**config.mk**
```make
export PLATFORM = sky130hd
export DESIGN_NAME = adc_result_serial_readout
export DESIGN_NICKNAME = d
export VERILOG_FILES = /design/src/design/adc_readout_pkg.sv /design/src/design/readout_if.sv /design/src/design/pin_sync.sv /design/src/design/sdo_shifter.sv /design/src/design/adc_result_serial_readout.sv
export VERILOG_INCLUDE_DIRS = /design/src /design/src/design
export SDC_FILE = /design/constraint.sdc
export NUM_CORES = 1
export LEC_CHECK = 0
export BUFFER_PORTS_ARGS = -buffer_cell sky130_fd_sc_hd__buf_4
export CAP_MARGIN = 25
export CORE_ASPECT_RATIO = 0.5
export CORE_MARGIN = 2
export CORE_UTILIZATION = 50
export CTS_CLUSTER_DIAMETER = 80
export CTS_CLUSTER_SIZE = 10
export DETAILED_ROUTE_END_ITERATION = 8
export PLACE_DENSITY = 0.87
export SYNTH_ARGS = -nofsm -noshare
export SYNTH_HDL_FRONTEND = slang
export SYNTH_HIERARCHICAL = 1
export SYNTH_SLANG_ARGS = --single-unit
```
**constraint.sdc**
```tcl
create_clock -name sys_clk -period 2 [get_ports sys_clk]
set_clock_uncertainty 0.05 [all_clocks]
set_input_delay 0.4 -clock sys_clk [delete_from_list [all_inputs] [get_ports sys_clk]]
set_output_delay 0.4 -clock sys_clk [all_outputs]
set_load 0.05 [all_outputs]
```
**src/design/adc_readout_cfg.svh**
```systemverilog
// Purpose: Offsets, field positions, reset values and timing counts
// Assumes: 32-bit APB data, one register per aligned word
// Notes: Definitions only
`ifndef ADC_READOUT_CFG_SVH
`define ADC_READOUT_CFG_SVH
`define RD_RESULT_BITS 16
`define RD_OFS_CTRL 12'h000
`define RD_OFS_STATUS 12'h004
`define RD_OFS_IRQ_EN 12'h008
`define RD_OFS_IRQ_CLR 12'h00C
`define RD_OFS_RESULT 12'h010
`define RD_CTRL_RUN 0
`define RD_CTRL_TAG_EN 1
`define RD_CTRL_MANUAL_TRIG 9
`define RD_CTRL_CONVERSION_CLOCK_INTERNAL 10
`define RD_RST_TAG_EN 1'b0
`define RD_RST_MANUAL_TRIG 1'b1
`define RD_RST_CONVERSION_CLOCK_INTERNAL 1'b1
`define RD_ST_DONE 0
`define RD_ST_FRAME_END 1
`define RD_ST_QUIET_HIT 2
`define RD_ST_COLLISION 3
`define RD_ST_BITS 4
`define RD_CLK_PERIOD_NS 100
`define RD_QUIET_NS 20
`define RD_QUIET_CYC ((`RD_QUIET_NS + `RD_CLK_PERIOD_NS - 1) / `RD_CLK_PERIOD_NS)
`define RD_EOS_CCLKS 3
`define RD_AUTO_START_CLKS 4
`endif

```
**src/design/adc_readout_pkg.sv**
```systemverilog
// Purpose: Types shared by the readout block
// Assumes: Constants come from adc_readout_cfg.svh
// Notes: State of each module is one packed struct
`include "adc_readout_cfg.svh"

package adc_readout_pkg;
    typedef enum logic [1:0] {
        TRG_IDLE = 2'b00,
        TRG_EOS_WAIT = 2'b01,
        TRG_EOC_LOW = 2'b10,
        TRG_START_WAIT = 2'b11
    } trig_state_t;

    typedef logic [`RD_RESULT_BITS-1:0] result_t;

    typedef struct packed {
        logic tagEnable;
        logic manualTrigger;
        logic cclkInternal;
        logic [`RD_ST_BITS-1:0] status;
        logic [`RD_ST_BITS-1:0] irqEnable;
        logic [31:0] rdata;
        logic eocPrev;
        logic framePrev;
        logic sclkPrev;
        logic convPrev;
        result_t holdInput;
        logic tagInput;
        result_t holdOutput;
        logic tagOutput;
        logic pending;
        logic allOnes;
        logic frameActive;
        logic frameTag;
        logic conversion_clock;
        logic [7:0] oscCount;
        trig_state_t trig;
        logic [1:0] trigCount;
        logic [3:0] quietCount;
        logic samplingEnd;
        logic convStart;
    } readout_state_t;

    typedef struct packed {
        logic [`RD_RESULT_BITS:0] word;
        logic fill;
        logic [4:0] bitCount;
    } shifter_state_t;
endpackage : adc_readout_pkg

```
**src/design/readout_if.sv**
```systemverilog
// Purpose: Carrier between readout control and the SDO shifter
// Assumes: Both ends on sys_clk
// Notes: Word is result bits then tag slot
`include "adc_readout_cfg.svh"

interface readout_if;
    logic load;
    logic fillOnes;
    logic step;
    logic [`RD_RESULT_BITS:0] loadWord;
    logic sdo;
    logic [4:0] bitCount;
    modport ctrl (output load, fillOnes, step, loadWord, input sdo, bitCount);
    modport shift (input load, fillOnes, step, loadWord, output sdo, bitCount);
endinterface : readout_if

```
**src/design/pin_sync.sv**
```systemverilog
// Purpose: Two-stage synchroniser for asynchronous pins
// Assumes: Synchronous active-high reset
// Notes: Only stage two is visible outside
module pin_sync #(
    parameter int WIDTH = 3,
    parameter logic [WIDTH-1:0] RESET_VAL = '0
) (
    // Clock and reset
    input wire logic clk,
    input wire logic rst,
    // Pins
    input wire logic [WIDTH-1:0] pinIn,
    output logic [WIDTH-1:0] pinOut
);
    typedef struct packed {
        logic [WIDTH-1:0] stage1;
        logic [WIDTH-1:0] stage2;
    } sync_state_t;

    sync_state_t st;
    sync_state_t next_st;

    always_comb begin
        next_st.stage1 = pinIn;
        next_st.stage2 = st.stage1;
    end

    always_ff @(posedge clk) begin
        if (rst) begin
            st <= '{stage1: RESET_VAL, stage2: RESET_VAL};
        end else begin
            st <= next_st;
        end
    end

    assign pinOut = st.stage2;
endmodule : pin_sync

```
**src/design/sdo_shifter.sv**
```systemverilog
// Purpose: SDO shift register, MSB first, filler after the word
// Assumes: Load and step come from the control side on sys_clk
// Notes: Count saturates so a long frame keeps the filler
module sdo_shifter
    import adc_readout_pkg::*;
(
    // Clock and reset
    input wire logic clk,
    input wire logic rst,
    // Control side
    readout_if.shift bus
);
    shifter_state_t st;
    shifter_state_t next_st;

    always_comb begin
        next_st = st;
        if (bus.load) begin
            next_st.word = bus.loadWord;
            next_st.fill = bus.fillOnes;
            next_st.bitCount = 5'h00;
        end else if (bus.step) begin
            next_st.word = {st.word[`RD_RESULT_BITS-1:0], st.fill};
            if (st.bitCount != 5'h1F) begin
                next_st.bitCount = st.bitCount + 5'h01;
            end
        end
    end

    always_ff @(posedge clk) begin
        if (rst) begin
            st <= '0;
        end else begin
            st <= next_st;
        end
    end

    assign bus.sdo = st.word[`RD_RESULT_BITS];
    assign bus.bitCount = st.bitCount;
endmodule : sdo_shifter

```
**src/design/adc_result_serial_readout.sv**
```systemverilog
// Purpose: Result hold register and SDO serial readout with APB control
// Assumes: sys_clk 10 MHz; link pins asynchronous, sampled by pin_sync
// Notes: SDO changes after SCLK falls; host samples on SCLK rise
`include "adc_readout_cfg.svh"

module adc_result_serial_readout
    import adc_readout_pkg::*;
#(
    parameter int OSC_DIV = 2
) (
    // Clock and reset
    input wire logic sys_clk,
    input wire logic rst,
    // APB slave
    input wire logic psel,
    input wire logic penable,
    input wire logic pwrite,
    input wire logic [11:0] paddr,
    input wire logic [31:0] pwdata,
    output logic [31:0] prdata,
    output logic pready,
    output logic pslverr,
    // Converter core
    input wire logic eoc,
    input wire logic [`RD_RESULT_BITS-1:0] resultIn,
    input wire logic tagIn,
    output logic conversionClock,
    output logic samplingEnd,
    output logic conversionStartPulse,
    // Serial link pins
    input wire logic frameSelectN,
    input wire logic sclk,
    input wire logic conversionStartN,
    output logic sdoOut,
    output logic sdoOe,
    // Interrupt
    output logic irq
);
    localparam readout_state_t RESET_ST = '{
        tagEnable: `RD_RST_TAG_EN,
        manualTrigger: `RD_RST_MANUAL_TRIG,
        cclkInternal: `RD_RST_CONVERSION_CLOCK_INTERNAL,
        framePrev: 1'b1,
        convPrev: 1'b1,
        allOnes: 1'b1,
        trig: TRG_IDLE,
        default: '0
    };

    readout_state_t st;
    readout_state_t next_st;
    readout_if bus ();

    logic [2:0] pinSync;
    logic frameLvl;
    logic sclkLvl;
    logic convLvl;
    logic frameFall;
    logic frameRise;
    logic sclkRise;
    logic sclkFall;
    logic convFall;
    logic eocRise;
    logic oscTick;
    logic cclkTick;
    logic quietHit;
    logic setup;
    logic access;
    logic wrAccess;
    logic mapped;
    logic softReset;
    result_t heldNext;
    logic tagNext;
    logic [`RD_ST_BITS-1:0] clearBits;
    logic [`RD_ST_BITS-1:0] events;

    function automatic logic regHit(input logic [11:0] addr, input logic [11:0] ofs);
        return addr == ofs;
    endfunction : regHit

    // Frame and start idle high so no false edge after reset
    pin_sync #(
        .WIDTH(3),
        .RESET_VAL(3'h5)
    ) u_pin_sync (
        .clk(sys_clk),
        .rst(rst),
        .pinIn({frameSelectN, sclk, conversionStartN}),
        .pinOut(pinSync)
    );

    sdo_shifter u_sdo_shifter (
        .clk(sys_clk),
        .rst(rst),
        .bus(bus.shift)
    );

    assign frameLvl = pinSync[2];
    assign sclkLvl = pinSync[1];
    assign convLvl = pinSync[0];
    assign frameFall = st.framePrev & ~frameLvl;
    assign frameRise = ~st.framePrev & frameLvl;
    assign sclkRise = ~st.sclkPrev & sclkLvl;
    assign sclkFall = st.sclkPrev & ~sclkLvl;
    assign convFall = st.convPrev & ~convLvl;
    assign eocRise = eoc & ~st.eocPrev;
    assign oscTick = st.oscCount == 8'(OSC_DIV - 1);
    assign cclkTick = ~st.conversion_clock & (st.cclkInternal ? oscTick : sclkRise);

    // Edge seen within the quiet window is only flagged, not blocked
    assign quietHit = (sclkRise | sclkFall) & ~frameLvl & (st.quietCount != 4'h0);

    // Bus access
    assign setup = psel & ~penable;
    assign access = psel & penable;
    assign wrAccess = access & pwrite;
    assign mapped = regHit(paddr, `RD_OFS_CTRL) | regHit(paddr, `RD_OFS_STATUS)
        | regHit(paddr, `RD_OFS_IRQ_EN) | regHit(paddr, `RD_OFS_IRQ_CLR)
        | regHit(paddr, `RD_OFS_RESULT);
    assign pready = 1'b1;
    assign pslverr = access & ~mapped;
    assign prdata = st.rdata;
    assign softReset = wrAccess & regHit(paddr, `RD_OFS_CTRL) & ~pwdata[`RD_CTRL_RUN];
    assign clearBits = (wrAccess && regHit(paddr, `RD_OFS_IRQ_CLR)) ? pwdata[`RD_ST_BITS-1:0] : 4'h0;

    assign events[`RD_ST_DONE] = eocRise;
    assign events[`RD_ST_FRAME_END] = frameRise & st.frameActive;
    assign events[`RD_ST_QUIET_HIT] = quietHit;
    assign events[`RD_ST_COLLISION] = frameFall & eocRise;

    // Pending result is taken only by a frame opening after done
    assign heldNext = st.pending ? st.holdInput : st.holdOutput;
    assign tagNext = st.pending ? st.tagInput : st.tagOutput;

    assign bus.load = frameFall;
    assign bus.fillOnes = st.allOnes;
    assign bus.step = sclkFall & st.frameActive & ~frameFall;
    assign bus.loadWord = st.allOnes ? {(`RD_RESULT_BITS + 1){1'b1}}
        : {heldNext, st.tagEnable & tagNext};

    always_comb begin
        next_st = st;
        next_st.eocPrev = eoc;
        next_st.framePrev = frameLvl;
        next_st.sclkPrev = sclkLvl;
        next_st.convPrev = convLvl;
        next_st.samplingEnd = 1'b0;
        next_st.convStart = 1'b0;

        if (setup) begin
            case (paddr)
                `RD_OFS_CTRL: begin
                    next_st.rdata = 32'h0000_0000;
                    next_st.rdata[`RD_CTRL_RUN] = 1'b1;
                    next_st.rdata[`RD_CTRL_TAG_EN] = st.tagEnable;
                    next_st.rdata[`RD_CTRL_MANUAL_TRIG] = st.manualTrigger;
                    next_st.rdata[`RD_CTRL_CONVERSION_CLOCK_INTERNAL] = st.cclkInternal;
                end
                `RD_OFS_STATUS: next_st.rdata = {28'h0000000, st.status};
                `RD_OFS_IRQ_EN: next_st.rdata = {28'h0000000, st.irqEnable};
                `RD_OFS_RESULT: next_st.rdata = {15'h0000, st.tagOutput, st.holdOutput};
                default: next_st.rdata = 32'h0000_0000;
            endcase
        end

        if (wrAccess && regHit(paddr, `RD_OFS_CTRL)) begin
            next_st.tagEnable = pwdata[`RD_CTRL_TAG_EN];
            next_st.manualTrigger = pwdata[`RD_CTRL_MANUAL_TRIG];
            next_st.cclkInternal = pwdata[`RD_CTRL_CONVERSION_CLOCK_INTERNAL];
        end
        if (wrAccess && regHit(paddr, `RD_OFS_IRQ_EN)) begin
            next_st.irqEnable = pwdata[`RD_ST_BITS-1:0];
        end

        // Set wins over a clear in the same cycle
        next_st.status = (st.status & ~clearBits) | events;

        // Frame open: present the held word
        if (frameFall) begin
            next_st.frameActive = 1'b1;
            next_st.holdOutput = heldNext;
            next_st.tagOutput = tagNext;
            next_st.pending = 1'b0;
            next_st.frameTag = st.allOnes | (st.tagEnable & tagNext);
        end
        if (frameRise) begin
            next_st.frameActive = 1'b0;
            if (st.frameActive) begin
                next_st.allOnes = 1'b0;
            end
        end

        // Done after frame handling so a coinciding result is not lost
        if (eocRise) begin
            next_st.holdInput = resultIn;
            next_st.tagInput = tagIn;
            next_st.pending = 1'b1;
        end

        // Conversion clock from the divided system clock or SCLK
        next_st.oscCount = oscTick ? 8'h00 : st.oscCount + 8'h01;
        if (st.cclkInternal ? oscTick : sclkRise) begin
            next_st.conversion_clock = ~st.conversion_clock;
        end

        case (st.trig)
            TRG_IDLE: begin
                if (eocRise) begin
                    next_st.trig = TRG_EOS_WAIT;
                    next_st.trigCount = 2'h0;
                end
            end
            TRG_EOS_WAIT: begin
                if (cclkTick) begin
                    if (st.trigCount == 2'(`RD_EOS_CCLKS - 1)) begin
                        next_st.samplingEnd = 1'b1;
                        next_st.trig = TRG_EOC_LOW;
                    end else begin
                        next_st.trigCount = st.trigCount + 2'h1;
                    end
                end
            end
            TRG_EOC_LOW: begin
                if (!eoc) begin
                    next_st.trig = TRG_START_WAIT;
                    next_st.trigCount = 2'h0;
                end
            end
            TRG_START_WAIT: begin
                if (oscTick) begin
                    if (st.trigCount == 2'(`RD_AUTO_START_CLKS - 1)) begin
                        next_st.convStart = 1'b1;
                        next_st.trig = TRG_IDLE;
                    end else begin
                        next_st.trigCount = st.trigCount + 2'h1;
                    end
                end
            end
            default: next_st.trig = TRG_IDLE;
        endcase

        // Manual trigger overrides the automatic sequence
        if (st.manualTrigger) begin
            next_st.trig = TRG_IDLE;
            next_st.samplingEnd = convFall;
            next_st.convStart = convFall;
        end

        // Quiet window starting at end of sampling
        if (next_st.samplingEnd) begin
            next_st.quietCount = 4'(`RD_QUIET_CYC);
        end else if (st.quietCount != 4'h0) begin
            next_st.quietCount = st.quietCount - 4'h1;
        end

        // Software reset: next frame shows ones, stale result dropped
        if (softReset) begin
            next_st.allOnes = 1'b1;
            next_st.pending = 1'b0;
            next_st.trig = TRG_IDLE;
        end
    end

    always_ff @(posedge sys_clk) begin
        if (rst) begin
            st <= RESET_ST;
        end else begin
            st <= next_st;
        end
    end

    assign sdoOut = bus.sdo & st.frameActive;
    assign sdoOe = st.frameActive;
    assign conversionClock = st.conversion_clock;
    assign samplingEnd = st.samplingEnd;
    assign conversionStartPulse = st.convStart;
    assign irq = |(st.status & st.irqEnable);
endmodule : adc_result_serial_readout

```
==> out/summary.log <==
[clock_network] H-tree levels 3
[routing] routed length per placed instance 14.6 um
[clock_network] hold buffers post-CTS 0
[global_routing] first-pass GRT wire length 19,200 um
[clock_network] clock slew at reported path FFs 70 ps
[timing] Slew Limit Headroom 49.9%
[critical_path] delay of the slowest critical-path stage 470 ps
[timing] worst slew pin tran 750 ps
[layout] final net count 746
[clock_network] worst skew pair latency 340 ps
[routing] Avg Vias per Cell 5.37
[yosys] area of the mapped netlist 5340 um^2
[worst_hold_path] startpoint of the most critical hold path frameSelectN
[outcome] violated checks negative setup slack
[critical_path] Reg-to-Reg Start st[58]$_SDFF_PP0_
[placed_design] HPWL after detailed placement 8390 um
[critical_path] critical setup path kind flip-flop to flip-flop
[critical_path] Critical path origin st[58]$_SDFF_PP0_
[layout] share of final-layout standard cells stronger than drive strength 1 20.9%
[routing] ANT nets after route 0
[critical_path] element type at the critical path end flip-flop
[worst_hold_path] cell depth of the worst min-delay path 2
[power_and_ir_drop] power per unit of standard cell area 769 nW/um^2
[layout] Area growth syn-to-layout 15.4%
[yosys] number of synthesis warnings 6
[yosys] Post-Synthesis Mean Instance Area 8.71 um^2
[routing] Initial DRC Count 298
[outcome] outcome complete, but fails checks
[floorplan] Starting Density 51.8%
[timing] final-report setup violation count 1
[flow_run] Max Cap Viol 0
[timing] Max Fclk 500 MHz
[worst_hold_path] Hold WC Path Type input pin to flip-flop
[critical_path] Worst EP arrival 2180 ps
[yosys] post-synthesis instance total 613
[routing] final wirelength 11,800 um
[timing] crit path time final 2000 ps
[placed_design] Port Buffers 67
[critical_path] startpoint types flip-flop
[timing] final setup slack of the worst path -0.508 ps
[clock_network] clock buffer depth 2
[timing] final max-slew violation count 0
[power_and_ir_drop] total power draw 4740 uW
[floorplan] Core Rows 26
[power_and_ir_drop] maximum resistive drop on vdd 0.000511 V
[clock_network] TritonCTS clock tree yes
[floorplan] # IOs 110
[floorplan] die height 77.1 um
[placed_design] cell area after placement 5870 um^2
[critical_path] maximum fanout count along the critical path 3
[routing] vias after detailed routing 4,321
[global_routing] antenna violations before repair 0
[timing] Final Cycle Share 100%
[placed_design] placer's final routability congestion estimate 0.862
[critical_path] Critical-path top delay cell or3b_2
[clock_network] master cell of the clock root buffer clkbuf_16
[clock_network] CTS sink cnt 112
[critical_path] required time at the endpoint of the critical path 2180 ps
[critical_path] cells traversed along the worst timing path inv_1 > ha_2 > or3b_2 > a21oi_2 > o21a_1 > buf_4 > a21oi_1 > nor3_1
[clock_network] clock buffer count from CTS 9
[floorplan] Chip Width 150 um
[layout] final antenna diode count 0
[layout] Layout fillers 905
[timing] final hold violation count 0
[floorplan] die area 11,600 um^2
[global_routing] largest net degree at the start of global routing 47
[power_and_ir_drop] leak pwr 0.00245 uW
[placed_design] pre-CTS WS -227 ps
[floorplan] area of the core region 10,300 um^2
[critical_path] logic depth of the worst register-to-register path 8
[global_routing] GR Util All Layers 20.7%
[global_routing] overall overflow remaining after global route 0
[layout] cell area after layout 6160 um^2
[timing] Worst Hold Slack 184 ps
[routing] drt first pass iters 4
[routing] DRC violations left 0
[global_routing] number of global-route vias before repair 4,207
stage by stage:
stage / cells / utilization, % / TNS (ps)
final: 805 / 59.8 / -0.508
after global routing: 805 / 59.8 / -92.3
after CTS: 804 / 59.6 / 0
after detailed placement: 790 / 56.9 / -2690
after global placement: 790 / 56.9 / -1330
after floorplan: 627 / - / 0
critical path, delay by kind of cell (launching register included):
| family | cells | cell delay (ps) |
|---|---|---|
| compound gates | 3 | 400 |
| buf+inv | 2 | 190 |
| simple gates | 2 | 740 |
| flops | 1 | 310 |
| fa+ha+maj | 1 | 190 |
final cells by class:
| type | instances | area (um^2) | area share, % |
|---|---|---|---|
| clock inverter | 1 | 5.00 | 0.0812 |
| clock buffer | 12 | 256 | 4.16 |
| sequential | 112 | 2240 | 36.4 |
| tap | 140 | 175 | 2.84 |
| multi-input combinational | 430 | 2680 | 43.6 |
| timing repair buffer | 92 | 732 | 11.9 |
| inverter | 18 | 67.6 | 1.10 |
what timing repair did:
action,CTS,global route
resized for setup,1,4
pin swaps,0,2
endpoints found under the setup margin,3,3
buffers inserted,1,1
registers in the layout, summed over array words and instances, names as in the netlist:
signal and flops:
u_pin_sync/next_st 3, u_pin_sync/pinOut 3, sdoOe 1, conversionClock 1
bus.fillOnes 1, prdata 17, samplingEnd 1, conversionStartPulse 1
u_sdo_shifter/bus.sdo 1, u_sdo_shifter/st 17, st 66
path summary, 6_finish.rpt:
| check | endpoint | slack [ps] |
|---|---|---|
| worst max-delay path | st[8]$_SDFFE_PP0P_ | -0.5 |
| worst min-delay path | u_pin_sync/next_st[2]$_SDFF_PP1_ | 180 |
| worst max register to register | st[8]$_SDFFE_PP0P_ | -0.5 |
| worst min register to register | u_pin_sync/pinOut[2]$_SDFF_PP1_ | 360 |
metal layers:
layer	GRT usage (%)	wire, um	vias to the layer above	part of all wire, %
li1	-	-	2128	-
met1	25.5	5400	2077	46
met2	36.6	5730	99	49
met3	3.99	479	17	4.1
met4	6.13	178	0	1.5
met5	0	0	-	0
power breakdown:
group          leakage (uW)  internal (uW)  switching (uW)  total (uW)
logic               0.00140            291             397         689
clock network      0.000130            891             747        1640
registers          0.000912           2330            82.8        2410
layout by cell type, fill, tap and decap left out, drive strengths merged, types with 11 or more instances in the layout:
cell	instances
nor2b	29
a211o	19
conb	16
dfxtp	112
o21ai	13
nor2	45
mux2	22
clkbuf	12
nand3	20
a21oi	62
buf	92
nor3	11
inv	18
nand2	94
ha	13
mux2i	24
No activity file was read; power rests on OpenSTA's default activity.
